$ cat config.mk
export PLATFORM = sky130hd
export DESIGN_NAME = irq_ctl
export DESIGN_NICKNAME = d
export VERILOG_FILES = /design/src/irq_ctl_pkg.sv /design/src/irq_ctl.sv
export VERILOG_INCLUDE_DIRS = /design/src
export SDC_FILE = /design/constraint.sdc
export NUM_CORES = 1
export LEC_CHECK = 0
export ABC_AREA = 1
export BUFFER_PORTS_ARGS = -buffer_cell sky130_fd_sc_hd__clkbuf_2
export CORE_MARGIN = 8
export CORE_UTILIZATION = 40
export CTS_CLUSTER_DIAMETER = 50
export DETAILED_ROUTE_END_ITERATION = 16
export MAX_ROUTING_LAYER = met4
export PLACE_DENSITY = 0.61
export SLEW_MARGIN = 25
export SYNTH_ARGS = -nofsm -noshare
export SYNTH_HDL_FRONTEND = slang
export SYNTH_SLANG_ARGS = --single-unit
export TNS_END_PERCENT = 1
$ cat constraint.sdc
create_clock -name clk_i -period 3.9 [get_ports clk_i]
set_input_delay 0.585 -clock clk_i [delete_from_list [all_inputs] [get_ports clk_i]]
set_output_delay 0.585 -clock clk_i [all_outputs]
set_load 0.02 [all_outputs]
$ cat src/irq_ctl_consts.svh
/*
  Offsets, field positions, reset values and widths of the interrupt
  control and flag block. Definitions only; included by the package
  and by the block itself.
*/
`ifndef IRQ_CTL_CONSTS_SVH
`define IRQ_CTL_CONSTS_SVH

`define AXI_ADDR_W 8
`define AXI_DATA_W 32
`define AXI_RESP_OKAY 2'h0
`define AXI_RESP_SLVERR 2'h2

`define OFS_CORE_CONTROL 8'h00
`define OFS_CPU_STATUS 8'h04
`define OFS_INT_CONTROL_ONE 8'h08
`define OFS_INT_CONTROL_TWO 8'h0C
`define OFS_INT_FLAGS_ZERO 8'h10
`define OFS_INT_FLAGS_ONE 8'h14

`define REG_W 16
`define EXT_NUM 5

`define POS_PRIORITY_MSB 3
`define POS_PRIORITY_LOW 5
`define POS_NESTING_DISABLE 15
`define POS_DIV_ZERO 6
`define POS_DMA_ERR 5
`define POS_MATH_ERR 4
`define POS_ADDR_ERR 3
`define POS_STACK_ERR 2
`define POS_OSC_FAIL 1
`define POS_ALT_TABLE 15
`define POS_INSTR_DISABLE 14

`define CTRL_ONE_MASK 16'h807E
`define CTRL_TWO_MASK 16'h801F
`define FLAGS_ZERO_MASK 16'h7FFF
`define FLAGS_ONE_MASK 16'hFFFB

`define POS_EXT0_FLAG 0
`define POS_EXT1_FLAG 4
`define POS_EXT2_FLAG 13

`define RESET_REG 16'h0000
`define RESET_LEVEL_LOW 3'h0

`endif

$ cat src/irq_ctl_pkg.sv
/*
  Types of the interrupt control and flag block: register select,
  trap event bundle and the AXI4-Lite request and response bundles.
  Assumes the constants header sits in the same folder.
*/
`include "irq_ctl_consts.svh"

package irq_ctl_pkg;

  typedef enum logic [2:0] {
    SEL_CORE,
    SEL_STATUS,
    SEL_CTRL_ONE,
    SEL_CTRL_TWO,
    SEL_FLAGS_ZERO,
    SEL_FLAGS_ONE,
    SEL_NONE
  } reg_sel_t;

  typedef struct packed {
    logic osc_fail;
    logic addr_err;
    logic stack_err;
    logic math_err;
    logic div_zero;
    logic dma_err;
  } trap_events_t;

  typedef struct packed {
    logic awvalid;
    logic [`AXI_ADDR_W-1:0] awaddr;
    logic wvalid;
    logic [`AXI_DATA_W-1:0] wdata;
    logic [3:0] wstrb;
    logic bready;
    logic arvalid;
    logic [`AXI_ADDR_W-1:0] araddr;
    logic rready;
  } axi_req_t;

  typedef struct packed {
    logic awready;
    logic wready;
    logic bvalid;
    logic [1:0] bresp;
    logic arready;
    logic rvalid;
    logic [`AXI_DATA_W-1:0] rdata;
    logic [1:0] rresp;
  } axi_rsp_t;

endpackage

$ cat src/irq_ctl.sv
/*
  Interrupt control and flag registers behind an AXI4-Lite slave: CPU
  priority level, nesting control, trap status, vector table select,
  external edge polarity and the first two flag registers.
  Assumes one clock, peripheral request and trap inputs that are
  one-cycle pulses on this clock, and asynchronous external pins.
*/
// Design decisions made here: the AXI4-Lite register port and the placing of the registers.
// What this block does
// - Priority msb at core control bit 3
// - Level is msb above three low bits
// - Priority msb readable, clear-only, resets zero
// - Nesting disable bit 15 of control one
// - Divide-by-zero cause at bit 6
// - DMA error trap flag at bit 5
// - Math error trap flag at bit 4
// - Address error trap flag at bit 3
// - Stack error trap flag at bit 2
// - Oscillator failure flag at bit 1
// - Unimplemented bits read as zero
// - Bit 15 of control two selects alternate table
// - Bit 14 shows instruction disable, read-only
// - Polarity bits pick negative or positive edge
// - Flags read/write, reset zero, show requests
// - Flags zero: DMA1 14, ADC1 13, DMA0 4
// - Flags zero: UART1 12/11, SPI1 10/9
// - Flags zero: timers, compare, capture, external 0
// - Flags one: UART2 15/14, external 2 13
// - Flags one: timers 12/11, compare 10/9, DMA2 8
// - Flags one: capture, ADC2, external 1, change, I2C
// - Hardware sets flags; software clears by writing
// - Low priority bits read-only while nesting disabled
// - Priority msb set blocks all user interrupts
`timescale 1ns/1ns
`include "irq_ctl_consts.svh"

module irq_ctl
  import irq_ctl_pkg::*;
(
  input wire logic clk_i,
  input wire logic rst_n_i,
  input wire logic ce_i,
  input wire axi_req_t axi_req_i,
  output axi_rsp_t axi_rsp_o,
  input wire trap_events_t trap_i,
  input wire logic level_load_i,
  input wire logic [3:0] level_value_i,
  input wire logic instruction_disable_active_i,
  input wire logic [`REG_W-1:0] flags_zero_req_i,
  input wire logic [`REG_W-1:0] flags_one_req_i,
  input wire logic [`EXT_NUM-1:0] ext_pin_i,
  output logic [3:0] priority_level_o,
  output logic user_irq_block_o,
  output logic nesting_disable_o,
  output logic alternate_table_select_o,
  output logic [`EXT_NUM-1:0] ext_edge_o
);

  function automatic reg_sel_t decode(input logic [`AXI_ADDR_W-1:0] a);
    reg_sel_t s;
    s = SEL_NONE;
    if (a == `OFS_CORE_CONTROL) begin
      s = SEL_CORE;
    end else if (a == `OFS_CPU_STATUS) begin
      s = SEL_STATUS;
    end else if (a == `OFS_INT_CONTROL_ONE) begin
      s = SEL_CTRL_ONE;
    end else if (a == `OFS_INT_CONTROL_TWO) begin
      s = SEL_CTRL_TWO;
    end else if (a == `OFS_INT_FLAGS_ZERO) begin
      s = SEL_FLAGS_ZERO;
    end else if (a == `OFS_INT_FLAGS_ONE) begin
      s = SEL_FLAGS_ONE;
    end
    return s;
  endfunction

  function automatic logic [`REG_W-1:0] merge(
    input logic [`REG_W-1:0] old_v,
    input logic [`AXI_DATA_W-1:0] data,
    input logic [3:0] strb
  );
    logic [`REG_W-1:0] m;
    m = {{8{strb[1]}}, {8{strb[0]}}};
    return (old_v & ~m) | (data[`REG_W-1:0] & m);
  endfunction

  // AXI4-Lite write channel state
  logic aw_held_q;
  logic w_held_q;
  logic [`AXI_ADDR_W-1:0] aw_addr_q;
  logic [`AXI_DATA_W-1:0] w_data_q;
  logic [3:0] w_strb_q;
  logic wr_fire;
  reg_sel_t wr_sel;
  reg_sel_t rd_sel;

  // Register state
  logic priority_msb_q;
  logic [2:0] priority_low_q;
  logic [`REG_W-1:0] ctrl_one_q;
  logic [`REG_W-1:0] ctrl_two_q;
  logic [`REG_W-1:0] flags_zero_q;
  logic [`REG_W-1:0] flags_one_q;
  logic [`REG_W-1:0] ctrl_one_set;
  logic [`REG_W-1:0] flags_zero_set;
  logic [`REG_W-1:0] flags_one_set;

  // External pin synchronisers and filtered levels
  logic [`EXT_NUM-1:0] ext_s1_q;
  logic [`EXT_NUM-1:0] ext_s2_q;
  logic [`EXT_NUM-1:0] ext_s3_q;
  logic [`EXT_NUM-1:0] ext_level_q;
  logic [`EXT_NUM-1:0] ext_level_d;
  logic [`EXT_NUM-1:0] ext_edge;

  assign wr_fire = aw_held_q && w_held_q && !axi_rsp_o.bvalid;
  assign wr_sel = decode(aw_addr_q);
  assign rd_sel = decode(axi_req_i.araddr);

  always_ff @(posedge clk_i or negedge rst_n_i) begin
    if (!rst_n_i) begin
      aw_held_q <= 1'b0;
      aw_addr_q <= '0;
      axi_rsp_o.awready <= 1'b1;
    end else if (ce_i) begin
      if (axi_req_i.awvalid && axi_rsp_o.awready) begin
        aw_held_q <= 1'b1;
        aw_addr_q <= axi_req_i.awaddr;
        axi_rsp_o.awready <= 1'b0;
      end else if (wr_fire) begin
        aw_held_q <= 1'b0;
      end else if (axi_rsp_o.bvalid && axi_req_i.bready) begin
        axi_rsp_o.awready <= 1'b1;
      end
    end
  end

  always_ff @(posedge clk_i or negedge rst_n_i) begin
    if (!rst_n_i) begin
      w_held_q <= 1'b0;
      w_data_q <= '0;
      w_strb_q <= 4'h0;
      axi_rsp_o.wready <= 1'b1;
    end else if (ce_i) begin
      if (axi_req_i.wvalid && axi_rsp_o.wready) begin
        w_held_q <= 1'b1;
        w_data_q <= axi_req_i.wdata;
        w_strb_q <= axi_req_i.wstrb;
        axi_rsp_o.wready <= 1'b0;
      end else if (wr_fire) begin
        w_held_q <= 1'b0;
      end else if (axi_rsp_o.bvalid && axi_req_i.bready) begin
        axi_rsp_o.wready <= 1'b1;
      end
    end
  end

  always_ff @(posedge clk_i or negedge rst_n_i) begin
    if (!rst_n_i) begin
      axi_rsp_o.bvalid <= 1'b0;
      axi_rsp_o.bresp <= `AXI_RESP_OKAY;
    end else if (ce_i) begin
      if (wr_fire) begin
        axi_rsp_o.bvalid <= 1'b1;
        axi_rsp_o.bresp <= (wr_sel == SEL_NONE) ? `AXI_RESP_SLVERR
                                                 : `AXI_RESP_OKAY;
      end else if (axi_rsp_o.bvalid && axi_req_i.bready) begin
        axi_rsp_o.bvalid <= 1'b0;
      end
    end
  end

  // Read side: one read in flight, answered the cycle after arready
  always_ff @(posedge clk_i or negedge rst_n_i) begin
    if (!rst_n_i) begin
      axi_rsp_o.arready <= 1'b1;
      axi_rsp_o.rvalid <= 1'b0;
      axi_rsp_o.rdata <= '0;
      axi_rsp_o.rresp <= `AXI_RESP_OKAY;
    end else if (ce_i) begin
      if (axi_req_i.arvalid && axi_rsp_o.arready) begin
        axi_rsp_o.arready <= 1'b0;
        axi_rsp_o.rvalid <= 1'b1;
        axi_rsp_o.rresp <= `AXI_RESP_OKAY;
        axi_rsp_o.rdata <= '0;
        case (rd_sel)
          SEL_CORE: begin
            axi_rsp_o.rdata[`POS_PRIORITY_MSB] <= priority_msb_q;
          end
          SEL_STATUS: begin
            axi_rsp_o.rdata[`POS_PRIORITY_LOW +: 3] <= priority_low_q;
          end
          SEL_CTRL_ONE: begin
            axi_rsp_o.rdata[`REG_W-1:0] <= ctrl_one_q & `CTRL_ONE_MASK;
          end
          SEL_CTRL_TWO: begin
            axi_rsp_o.rdata[`REG_W-1:0] <= ctrl_two_q & `CTRL_TWO_MASK;
            axi_rsp_o.rdata[`POS_INSTR_DISABLE] <=
              instruction_disable_active_i;
          end
          SEL_FLAGS_ZERO: begin
            axi_rsp_o.rdata[`REG_W-1:0] <=
              flags_zero_q & `FLAGS_ZERO_MASK;
          end
          SEL_FLAGS_ONE: begin
            axi_rsp_o.rdata[`REG_W-1:0] <= flags_one_q & `FLAGS_ONE_MASK;
          end
          default: begin
            axi_rsp_o.rresp <= `AXI_RESP_SLVERR;
          end
        endcase
      end else if (axi_rsp_o.rvalid && axi_req_i.rready) begin
        axi_rsp_o.rvalid <= 1'b0;
        axi_rsp_o.arready <= 1'b1;
      end
    end
  end

  // Core loads the level on trap or interrupt entry and return
  always_ff @(posedge clk_i or negedge rst_n_i) begin
    if (!rst_n_i) begin
      priority_msb_q <= 1'b0;
      user_irq_block_o <= 1'b0;
    end else if (ce_i) begin
      if (level_load_i) begin
        priority_msb_q <= level_value_i[3];
        user_irq_block_o <= level_value_i[3];
      end else if (wr_fire && wr_sel == SEL_CORE && w_strb_q[0] &&
                   !w_data_q[`POS_PRIORITY_MSB]) begin
        // Software may only clear it, so traps stay unmaskable
        priority_msb_q <= 1'b0;
        user_irq_block_o <= 1'b0;
      end
    end
  end

  always_ff @(posedge clk_i or negedge rst_n_i) begin
    if (!rst_n_i) begin
      priority_low_q <= `RESET_LEVEL_LOW;
    end else if (ce_i) begin
      if (level_load_i) begin
        priority_low_q <= level_value_i[2:0];
      end else if (wr_fire && wr_sel == SEL_STATUS && w_strb_q[0] &&
                   !ctrl_one_q[`POS_NESTING_DISABLE]) begin
        priority_low_q <= w_data_q[`POS_PRIORITY_LOW +: 3];
      end
    end
  end

  always_ff @(posedge clk_i or negedge rst_n_i) begin
    if (!rst_n_i) begin
      priority_level_o <= 4'h0;
    end else if (ce_i) begin
      if (level_load_i) begin
        priority_level_o <= level_value_i;
      end else begin
        priority_level_o <= {priority_msb_q, priority_low_q};
        if (wr_fire && wr_sel == SEL_CORE && w_strb_q[0] &&
            !w_data_q[`POS_PRIORITY_MSB]) begin
          priority_level_o[3] <= 1'b0;
        end
        if (wr_fire && wr_sel == SEL_STATUS && w_strb_q[0] &&
            !ctrl_one_q[`POS_NESTING_DISABLE]) begin
          priority_level_o[2:0] <= w_data_q[`POS_PRIORITY_LOW +: 3];
        end
      end
    end
  end

  // Trap status: set by the core, hardware set wins over a clear
  always_comb begin
    ctrl_one_set = '0;
    ctrl_one_set[`POS_DIV_ZERO] = trap_i.math_err & trap_i.div_zero;
    ctrl_one_set[`POS_DMA_ERR] = trap_i.dma_err;
    ctrl_one_set[`POS_MATH_ERR] = trap_i.math_err;
    ctrl_one_set[`POS_ADDR_ERR] = trap_i.addr_err;
    ctrl_one_set[`POS_STACK_ERR] = trap_i.stack_err;
    ctrl_one_set[`POS_OSC_FAIL] = trap_i.osc_fail;
  end

  always_ff @(posedge clk_i or negedge rst_n_i) begin
    if (!rst_n_i) begin
      ctrl_one_q <= `RESET_REG;
      nesting_disable_o <= 1'b0;
    end else if (ce_i) begin
      if (wr_fire && wr_sel == SEL_CTRL_ONE) begin
        ctrl_one_q <= (merge(ctrl_one_q, w_data_q, w_strb_q) |
                       ctrl_one_set) & `CTRL_ONE_MASK;
        if (w_strb_q[1]) begin
          nesting_disable_o <= w_data_q[`POS_NESTING_DISABLE];
        end
      end else begin
        ctrl_one_q <= ctrl_one_q | ctrl_one_set;
      end
    end
  end

  always_ff @(posedge clk_i or negedge rst_n_i) begin
    if (!rst_n_i) begin
      ctrl_two_q <= `RESET_REG;
      alternate_table_select_o <= 1'b0;
    end else if (ce_i) begin
      if (wr_fire && wr_sel == SEL_CTRL_TWO) begin
        // Instruction disable bit is never stored, only mirrored
        ctrl_two_q <= merge(ctrl_two_q, w_data_q, w_strb_q) &
                      `CTRL_TWO_MASK;
        if (w_strb_q[1]) begin
          alternate_table_select_o <= w_data_q[`POS_ALT_TABLE];
        end
      end
    end
  end

  // External pins: three stages, a change counts once the second and third stages agree
  genvar gi;
  generate
    for (gi = 0; gi < `EXT_NUM; gi++) begin : g_ext
      always_ff @(posedge clk_i or negedge rst_n_i) begin
        if (!rst_n_i) begin
          ext_s1_q[gi] <= 1'b0;
          ext_s2_q[gi] <= 1'b0;
          ext_s3_q[gi] <= 1'b0;
          ext_level_q[gi] <= 1'b0;
        end else if (ce_i) begin
          ext_s1_q[gi] <= ext_pin_i[gi];
          ext_s2_q[gi] <= ext_s1_q[gi];
          ext_s3_q[gi] <= ext_s2_q[gi];
          ext_level_q[gi] <= ext_level_d[gi];
        end
      end
      assign ext_level_d[gi] = (ext_s2_q[gi] == ext_s3_q[gi]) ?
                               ext_s3_q[gi] : ext_level_q[gi];
      assign ext_edge[gi] = ctrl_two_q[gi] ?
        (ext_level_q[gi] & ~ext_level_d[gi]) :
        (~ext_level_q[gi] & ext_level_d[gi]);
    end
  endgenerate

  always_ff @(posedge clk_i or negedge rst_n_i) begin
    if (!rst_n_i) begin
      ext_edge_o <= '0;
    end else if (ce_i) begin
      ext_edge_o <= ext_edge;
    end else begin
      ext_edge_o <= '0;
    end
  end

  // Peripheral requests steer the flag bits; external bits use edges
  always_comb begin
    flags_zero_set = flags_zero_req_i & `FLAGS_ZERO_MASK;
    flags_zero_set[`POS_EXT0_FLAG] = ext_edge[0];
    flags_one_set = flags_one_req_i & `FLAGS_ONE_MASK;
    flags_one_set[`POS_EXT1_FLAG] = ext_edge[1];
    flags_one_set[`POS_EXT2_FLAG] = ext_edge[2];
  end

  // Set wins over a software write in the same cycle
  always_ff @(posedge clk_i or negedge rst_n_i) begin
    if (!rst_n_i) begin
      flags_zero_q <= `RESET_REG;
    end else if (ce_i) begin
      if (wr_fire && wr_sel == SEL_FLAGS_ZERO) begin
        flags_zero_q <= (merge(flags_zero_q, w_data_q, w_strb_q) |
                         flags_zero_set) & `FLAGS_ZERO_MASK;
      end else begin
        flags_zero_q <= flags_zero_q | flags_zero_set;
      end
    end
  end

  always_ff @(posedge clk_i or negedge rst_n_i) begin
    if (!rst_n_i) begin
      flags_one_q <= `RESET_REG;
    end else if (ce_i) begin
      if (wr_fire && wr_sel == SEL_FLAGS_ONE) begin
        flags_one_q <= (merge(flags_one_q, w_data_q, w_strb_q) |
                        flags_one_set) & `FLAGS_ONE_MASK;
      end else begin
        flags_one_q <= flags_one_q | flags_one_set;
      end
    end
  end

endmodule

After elaboration in Yosys (flattened, before gate mapping)
Cells that the tools add are included.
{ "word_totals": {"ff_bits": 143, "in_bits": 109, "output_inout_bits": 53, "word_cells": 206} }
{ "classes": {"n_eq_ne": 28, "muxes": 51, "bitwise": 37, "n_reduce_logical": 46} }
{ "ops": {"columns": ["cell", "n"], "rows": [
  ["16-bit OR", 5],
  ["16-bit AND", 4],
  ["16-bit 2-to-1 mux", 3],
  ["3-bit 2-to-1 mux", 11],
  ["8-bit by 4-bit equality test with 1-bit output, second input constant", 4],
  ["8-bit by 5-bit equality test with 1-bit output, second input constant", 4],
  ["16-bit by 7-bit OR with 16-bit output", 2],
  ["8-bit case mux with 4 select lines", 1],
  ["15-bit OR", 2],
  ["3-bit case mux with 4 select lines", 2],
  ["1-bit 2-to-1 mux", 23],
  ["2-bit AND reduction", 10],
  ["1-bit logical AND", 17],
  ["8-bit by 3-bit equality test with 1-bit output, second input constant", 2],
  ["8-bit logical NOT", 2],
  ["16-bit inverter", 1],
  ["16-bit by 15-bit OR with 16-bit output", 1],
  ["15-bit AND", 1],
  ["3-bit equality test, second input constant", 5],
  ["2-bit 2-to-1 mux", 7],
  ["2-bit nonzero test", 7],
  ["3-bit by 2-bit equality test with 1-bit output, second input constant", 4],
  ["3-bit AND reduction", 4],
  ["1-bit AND", 11],
  ["11 further kinds", 29]
]} }

Logic depth before layout (Yosys ltp)
{ "depth": {"word_depth": 13, "ltp_mapped": 10, "mapped_depth_nobuf": 10} }

Worst setup path after synthesis
OpenSTA, ideal clock, no wires.
{ "synth_path": {"kind": "input to register", "start": "input axi_req_i[2] in the netlist's numbering", "end": "register axi_rsp_o[10] in the netlist's numbering", "setup_time_ps": 66, "arrival_ps": 1429, "required_time_ps": 3834, "path_slack_ps": 2406, "path_stages": 8, "path_buffers": 1, "path_cell_list": "nor2_1 nand2_1 nor2_2 nand2_1 buf_2 o22ai_1 nand2_1 nand2_1"} }
{ "synth_between": {"elab_chain_len": 9, "elab_cells_between_ends": 17, "classes_between": "eq/ne: 9; mux: 7; reduce/logical: 1"} }
{ "synth_rtl": {"columns": ["element", "line_no", "rtl"], "rows": [
  ["start: declaration", "irq_ctl.sv:43", "input wire axi_req_t axi_req_i,"],
  ["8-bit by 5-bit equality test with 1-bit output (no line)", null, null],
  ["2-bit 2-to-1 mux", "irq_ctl.sv:72", "end else if (a == `OFS_INT_FLAGS_ONE) begin"],
  ["2-bit 2-to-1 mux", "irq_ctl.sv:70", "end else if (a == `OFS_INT_FLAGS_ZERO) begin"],
  ["3-bit 2-to-1 mux", "irq_ctl.sv:68", "end else if (a == `OFS_INT_CONTROL_TWO) begin"],
  ["3-bit 2-to-1 mux", "irq_ctl.sv:66", "end else if (a == `OFS_INT_CONTROL_ONE) begin"],
  ["3-bit 2-to-1 mux", "irq_ctl.sv:64", "end else if (a == `OFS_CPU_STATUS) begin"],
  ["3-bit 2-to-1 mux (*)", "irq_ctl.sv:62", "if (a == `OFS_CORE_CONTROL) begin"],
  ["3-bit equality test or 3-bit by 2-bit equality test with 1-bit output (tied branches)", "irq_ctl.sv:187", "case (rd_sel)"],
  ["8-bit case mux with 4 select lines (*)", "irq_ctl.sv:187", null],
  ["end: declaration", "irq_ctl.sv:44", "output axi_rsp_t axi_rsp_o,"]
]} }
Mark *: on every way between the ends. The rest lies on a longest branch, timed or not.
A chain may end at the register's enable or synchronous reset.

Worst setup path after layout
{ "layout_path": {"start": "register axi_rsp_o[38] in the netlist's numbering", "end": "register flags_one_q[7]"} }
{ "layout_between": {"elab_chain_len": 4} }
{ "layout_rtl": {"columns": ["element", "line_no", "rtl"], "rows": [
  ["1-bit logical NOT", "irq_ctl.sv:117", "assign wr_fire = aw_held_q && w_held_q && !axi_rsp_o.bvalid;"],
  ["1-bit logical AND", "irq_ctl.sv:117", null],
  ["1-bit logical AND", "irq_ctl.sv:377", "if (wr_fire && wr_sel == SEL_FLAGS_ONE) begin"],
  ["16-bit 2-to-1 mux", "irq_ctl.sv:377", null],
  ["end signal: assignment", "irq_ctl.sv:375", "flags_one_q <= `RESET_REG;"],
  ["end signal: assignment", "irq_ctl.sv:378", "flags_one_q <= (merge(flags_one_q, w_data_q, w_strb_q) |"],
  ["end signal: assignment", "irq_ctl.sv:381", "flags_one_q <= flags_one_q | flags_one_set;"],
  ["end: declaration", "irq_ctl.sv:104", "logic [`REG_W-1:0] flags_one_q;"]
]} }
No other way between the ends.

==> results_dict.tcl <==
set metrics [dict create \
    yosysTopAreaCell "dfrtp_1" \
    worst-path-stages 8 \
    stdcell_count 1238 \
    die_h_um 145.0 \
    fin_skew_ns 0.009707 \
    synthCells 899 \
    path_clk_slew_ns 0.05 \
    area_growth_pct 18.49 \
    drt_pass1_iterations 5 \
    ys_top_cells_by_count "305 x nand2_1, 122 x dfrtp_1, 86 x inv_1, 86 x nand3_1, 75 x o21ai_0" \
    async_flop_share 1.000 \
    dr_total_vias 6071 \
    io-pin-count 162 \
    drtIter0Drc 396 \
    crit_type "reg2reg" \
    slew_violations 0 \
    ant_nets 0 \
    synth_warnings 0 \
    numClockSinks 125 \
    cp_slowest_cell "nand2_2" \
    synth.most_common_cell "nand2_1" \
    hold_viol 0 \
    cp.arrival_ns 2.33 \
    fillers 1664 \
    grt_start_max_net_pins 60 \
    placedCellCount 1207 \
    cp_max_fo 26 \
    drcViolationCount 0 \
    finalSetupViolations 0 \
    fin_nets 1115 \
    synth_edf_count 0 \
    antenna_found_initial 0 \
    synthFlopType "dfrtp_1" \
    max_cap_viol_count 0 \
    critPathLaunch "axi_rsp_o[38]" \
    cts_tree "done" \
    worstMarginPinSlew_ns 0.8726 \
    ctsHoldBuffers 0 \
    r2r_slack_ns 1.87 \
    wl_um 18830 \
    die_width_um 145.0 \
    r2r_end "flags_one_q[7]" \
    crit_chain "inv_2, nand3_2, inv_2, nand2_2, o21ai_0, o21ai_1, nand2_1, nand2_1" \
    clk_path_buf_depth 2 \
    clock_latency_ns 0.42 \
    netlist-cell-type-count 34 \
    start_util 0.4055 \
    grt_usage 0.1879 \
    rsz0062_at_grt "false" \
    num_antenna_cells 0 \
    rr_worst_depth 8 \
    synth.top_cells.by_area "dfrtp_1 46%, nand2_1 17%, nand3_1 6.5%" \
    via_per_inst 4.904 \
    hpwl_um 13530 \
    critPathRequiredTime_ns 4.20 \
    cts_made_buffers 17 \
    dieArea_mm2 0.02101 \
    synth_top_area_frac 0.4589 \
    crit_path_end "flags_one_q[7]" \
    peakVddDrop_uv 360.8 \
    fin_setup_tns_ns 0 \
    worst-path-buf-inv 2 \
    coreArea_mm2 0.01641 \
    synth-seq-cells 125 \
    rows 47 \
    worst_setup_path_end_kind "flop" \
    min_path_type "in2async" \
    synth.cell_area_mm2 0.006653 \
    whs_ns 0.2413 \
    fmax_ghz 0.4936 \
    synth.yosys.seq_area_share 0.4708 \
    status "completed" \
    start_kind "flop" \
    postCtsSetupRepairBufs 0 \
    worst_path_largest_cell_delay_ns 0.49 \
    crit_family "simple AND/OR/NAND/NOR gates" \
    p_per_area_mw_per_mm2 548.8 \
    timing.rr.start "axi_rsp_o[38]" \
    slew_headroom 0.4174 \
    fin_crit_ns 2.026 \
    gp_routability_congestion 0.8195 \
    grt.overflow.total 0 \
    grt_pass1_vias 5916 \
    wl_per_cell_um 15.21 \
    p_leak_nw 4.215 \
    h-tree-depth 4 \
    drive_gt1_frac 0.1896 \
    post-route-period-util 0.5194 \
    portBuffers 120 \
    avgSynthCellArea_um2 7.400 \
    grt_pass1_wl_um 31070 \
    cts_resized 0 \
    cts-root-buf "clkbuf_16" \
]
-- where the power goes --
part           switching [mW]  total, mW  internal (mW)
Combinational           0.654      0.959          0.306
Sequential              0.262       1.83           1.56
Clock                   0.559       1.54          0.982
Total                    1.47       4.33           2.85
-- cells by family after synthesis --
family | Yosys count | share of synthesized area
flip-flops | 125 | 0.4708
AO/OA/AOI/OAI | 150 | 0.1204
buffers and inverters | 150 | 0.1033
AND/OR/NAND/NOR | 473 | 0.3051
other | 1 | 0.0005637
-- cells in the final DEF (no fill, tap or decap), types with 3 or more instances in the layout --
cell type	count
o211ai_1	3
nand2_1	305
clkbuf_2	119
nand4_1	7
clkinv_2	4
nand3_1	86
nor2_1	48
a21oi_1	14
o21ai_2	7
inv_2	6
nand2_2	5
conb_1	18
o21ai_0	75
o22ai_1	5
dfrtp_1	122
buf_4	8
clkbuf_1	4
dfstp_2	3
clkbuf_16	17
clkbuf_8	3
o21ai_1	42
nand3_2	5
nor2_4	7
inv_1	86
nor2_2	3
-- stage by stage --
step	setup WS, ns	util	total power, mW	instance area [um2]
5_1_grt	1.627	0.4804	4.583	7883
2_1_floorplan	2.406	-	2.480	6716
6_report	1.874	0.4804	4.326	7883
4_1_cts	1.845	0.4804	4.363	7883
3_3_place_gp	1.620	0.4457	2.785	7313
3_5_place_dp	1.549	0.4457	2.807	7313
-- cell type report --
class,count,area [um2],share of cell area
clock buffer,24,481.7,0.06111
clock inverter,7,87.58,0.01111
inverter,94,352.8,0.04476
multi-input combinational,641,2898,0.3676
sequential,125,3132,0.3973
tap,220,275.3,0.03492
timing repair buffer,127,655.6,0.08317
-- layer usage --
layer / part of all wire / global-route usage / vias to the layer above
li1: - / - / 3045
met1: 0.50 / 0.2645 / 2801
met2: 0.43 / 0.2633 / 204
met3: 0.054 / 0.04136 / 21
met4: 0.014 / 0.05734 / 0
met5: 0 / - / -
-- worst min path at each step --
stage / cells past startpoint / end / slack [ns]
detailed placement: 2 / ext_s1_q[0] / 0.46
CTS: 1 / asynchronous set/reset pin / 0.27
floorplan: 0 / asynchronous set/reset pin / 0.29
global placement: 2 / ext_s1_q[4] / 0.46
global route: 1 / ext_s1_q[0] / 0.31
finish: 1 / ext_s2_q[0] / 0.24
-- state kept, by name, indices dropped and copies added (netlist names), 6 cells and up, named ones only --
register	flops
aw_addr_q	8
axi_rsp_o	23
ctrl_one_q	6
flags_one_q	15
flags_zero_q	15
w_data_q	16
Power figures use the tool's default switching activity.
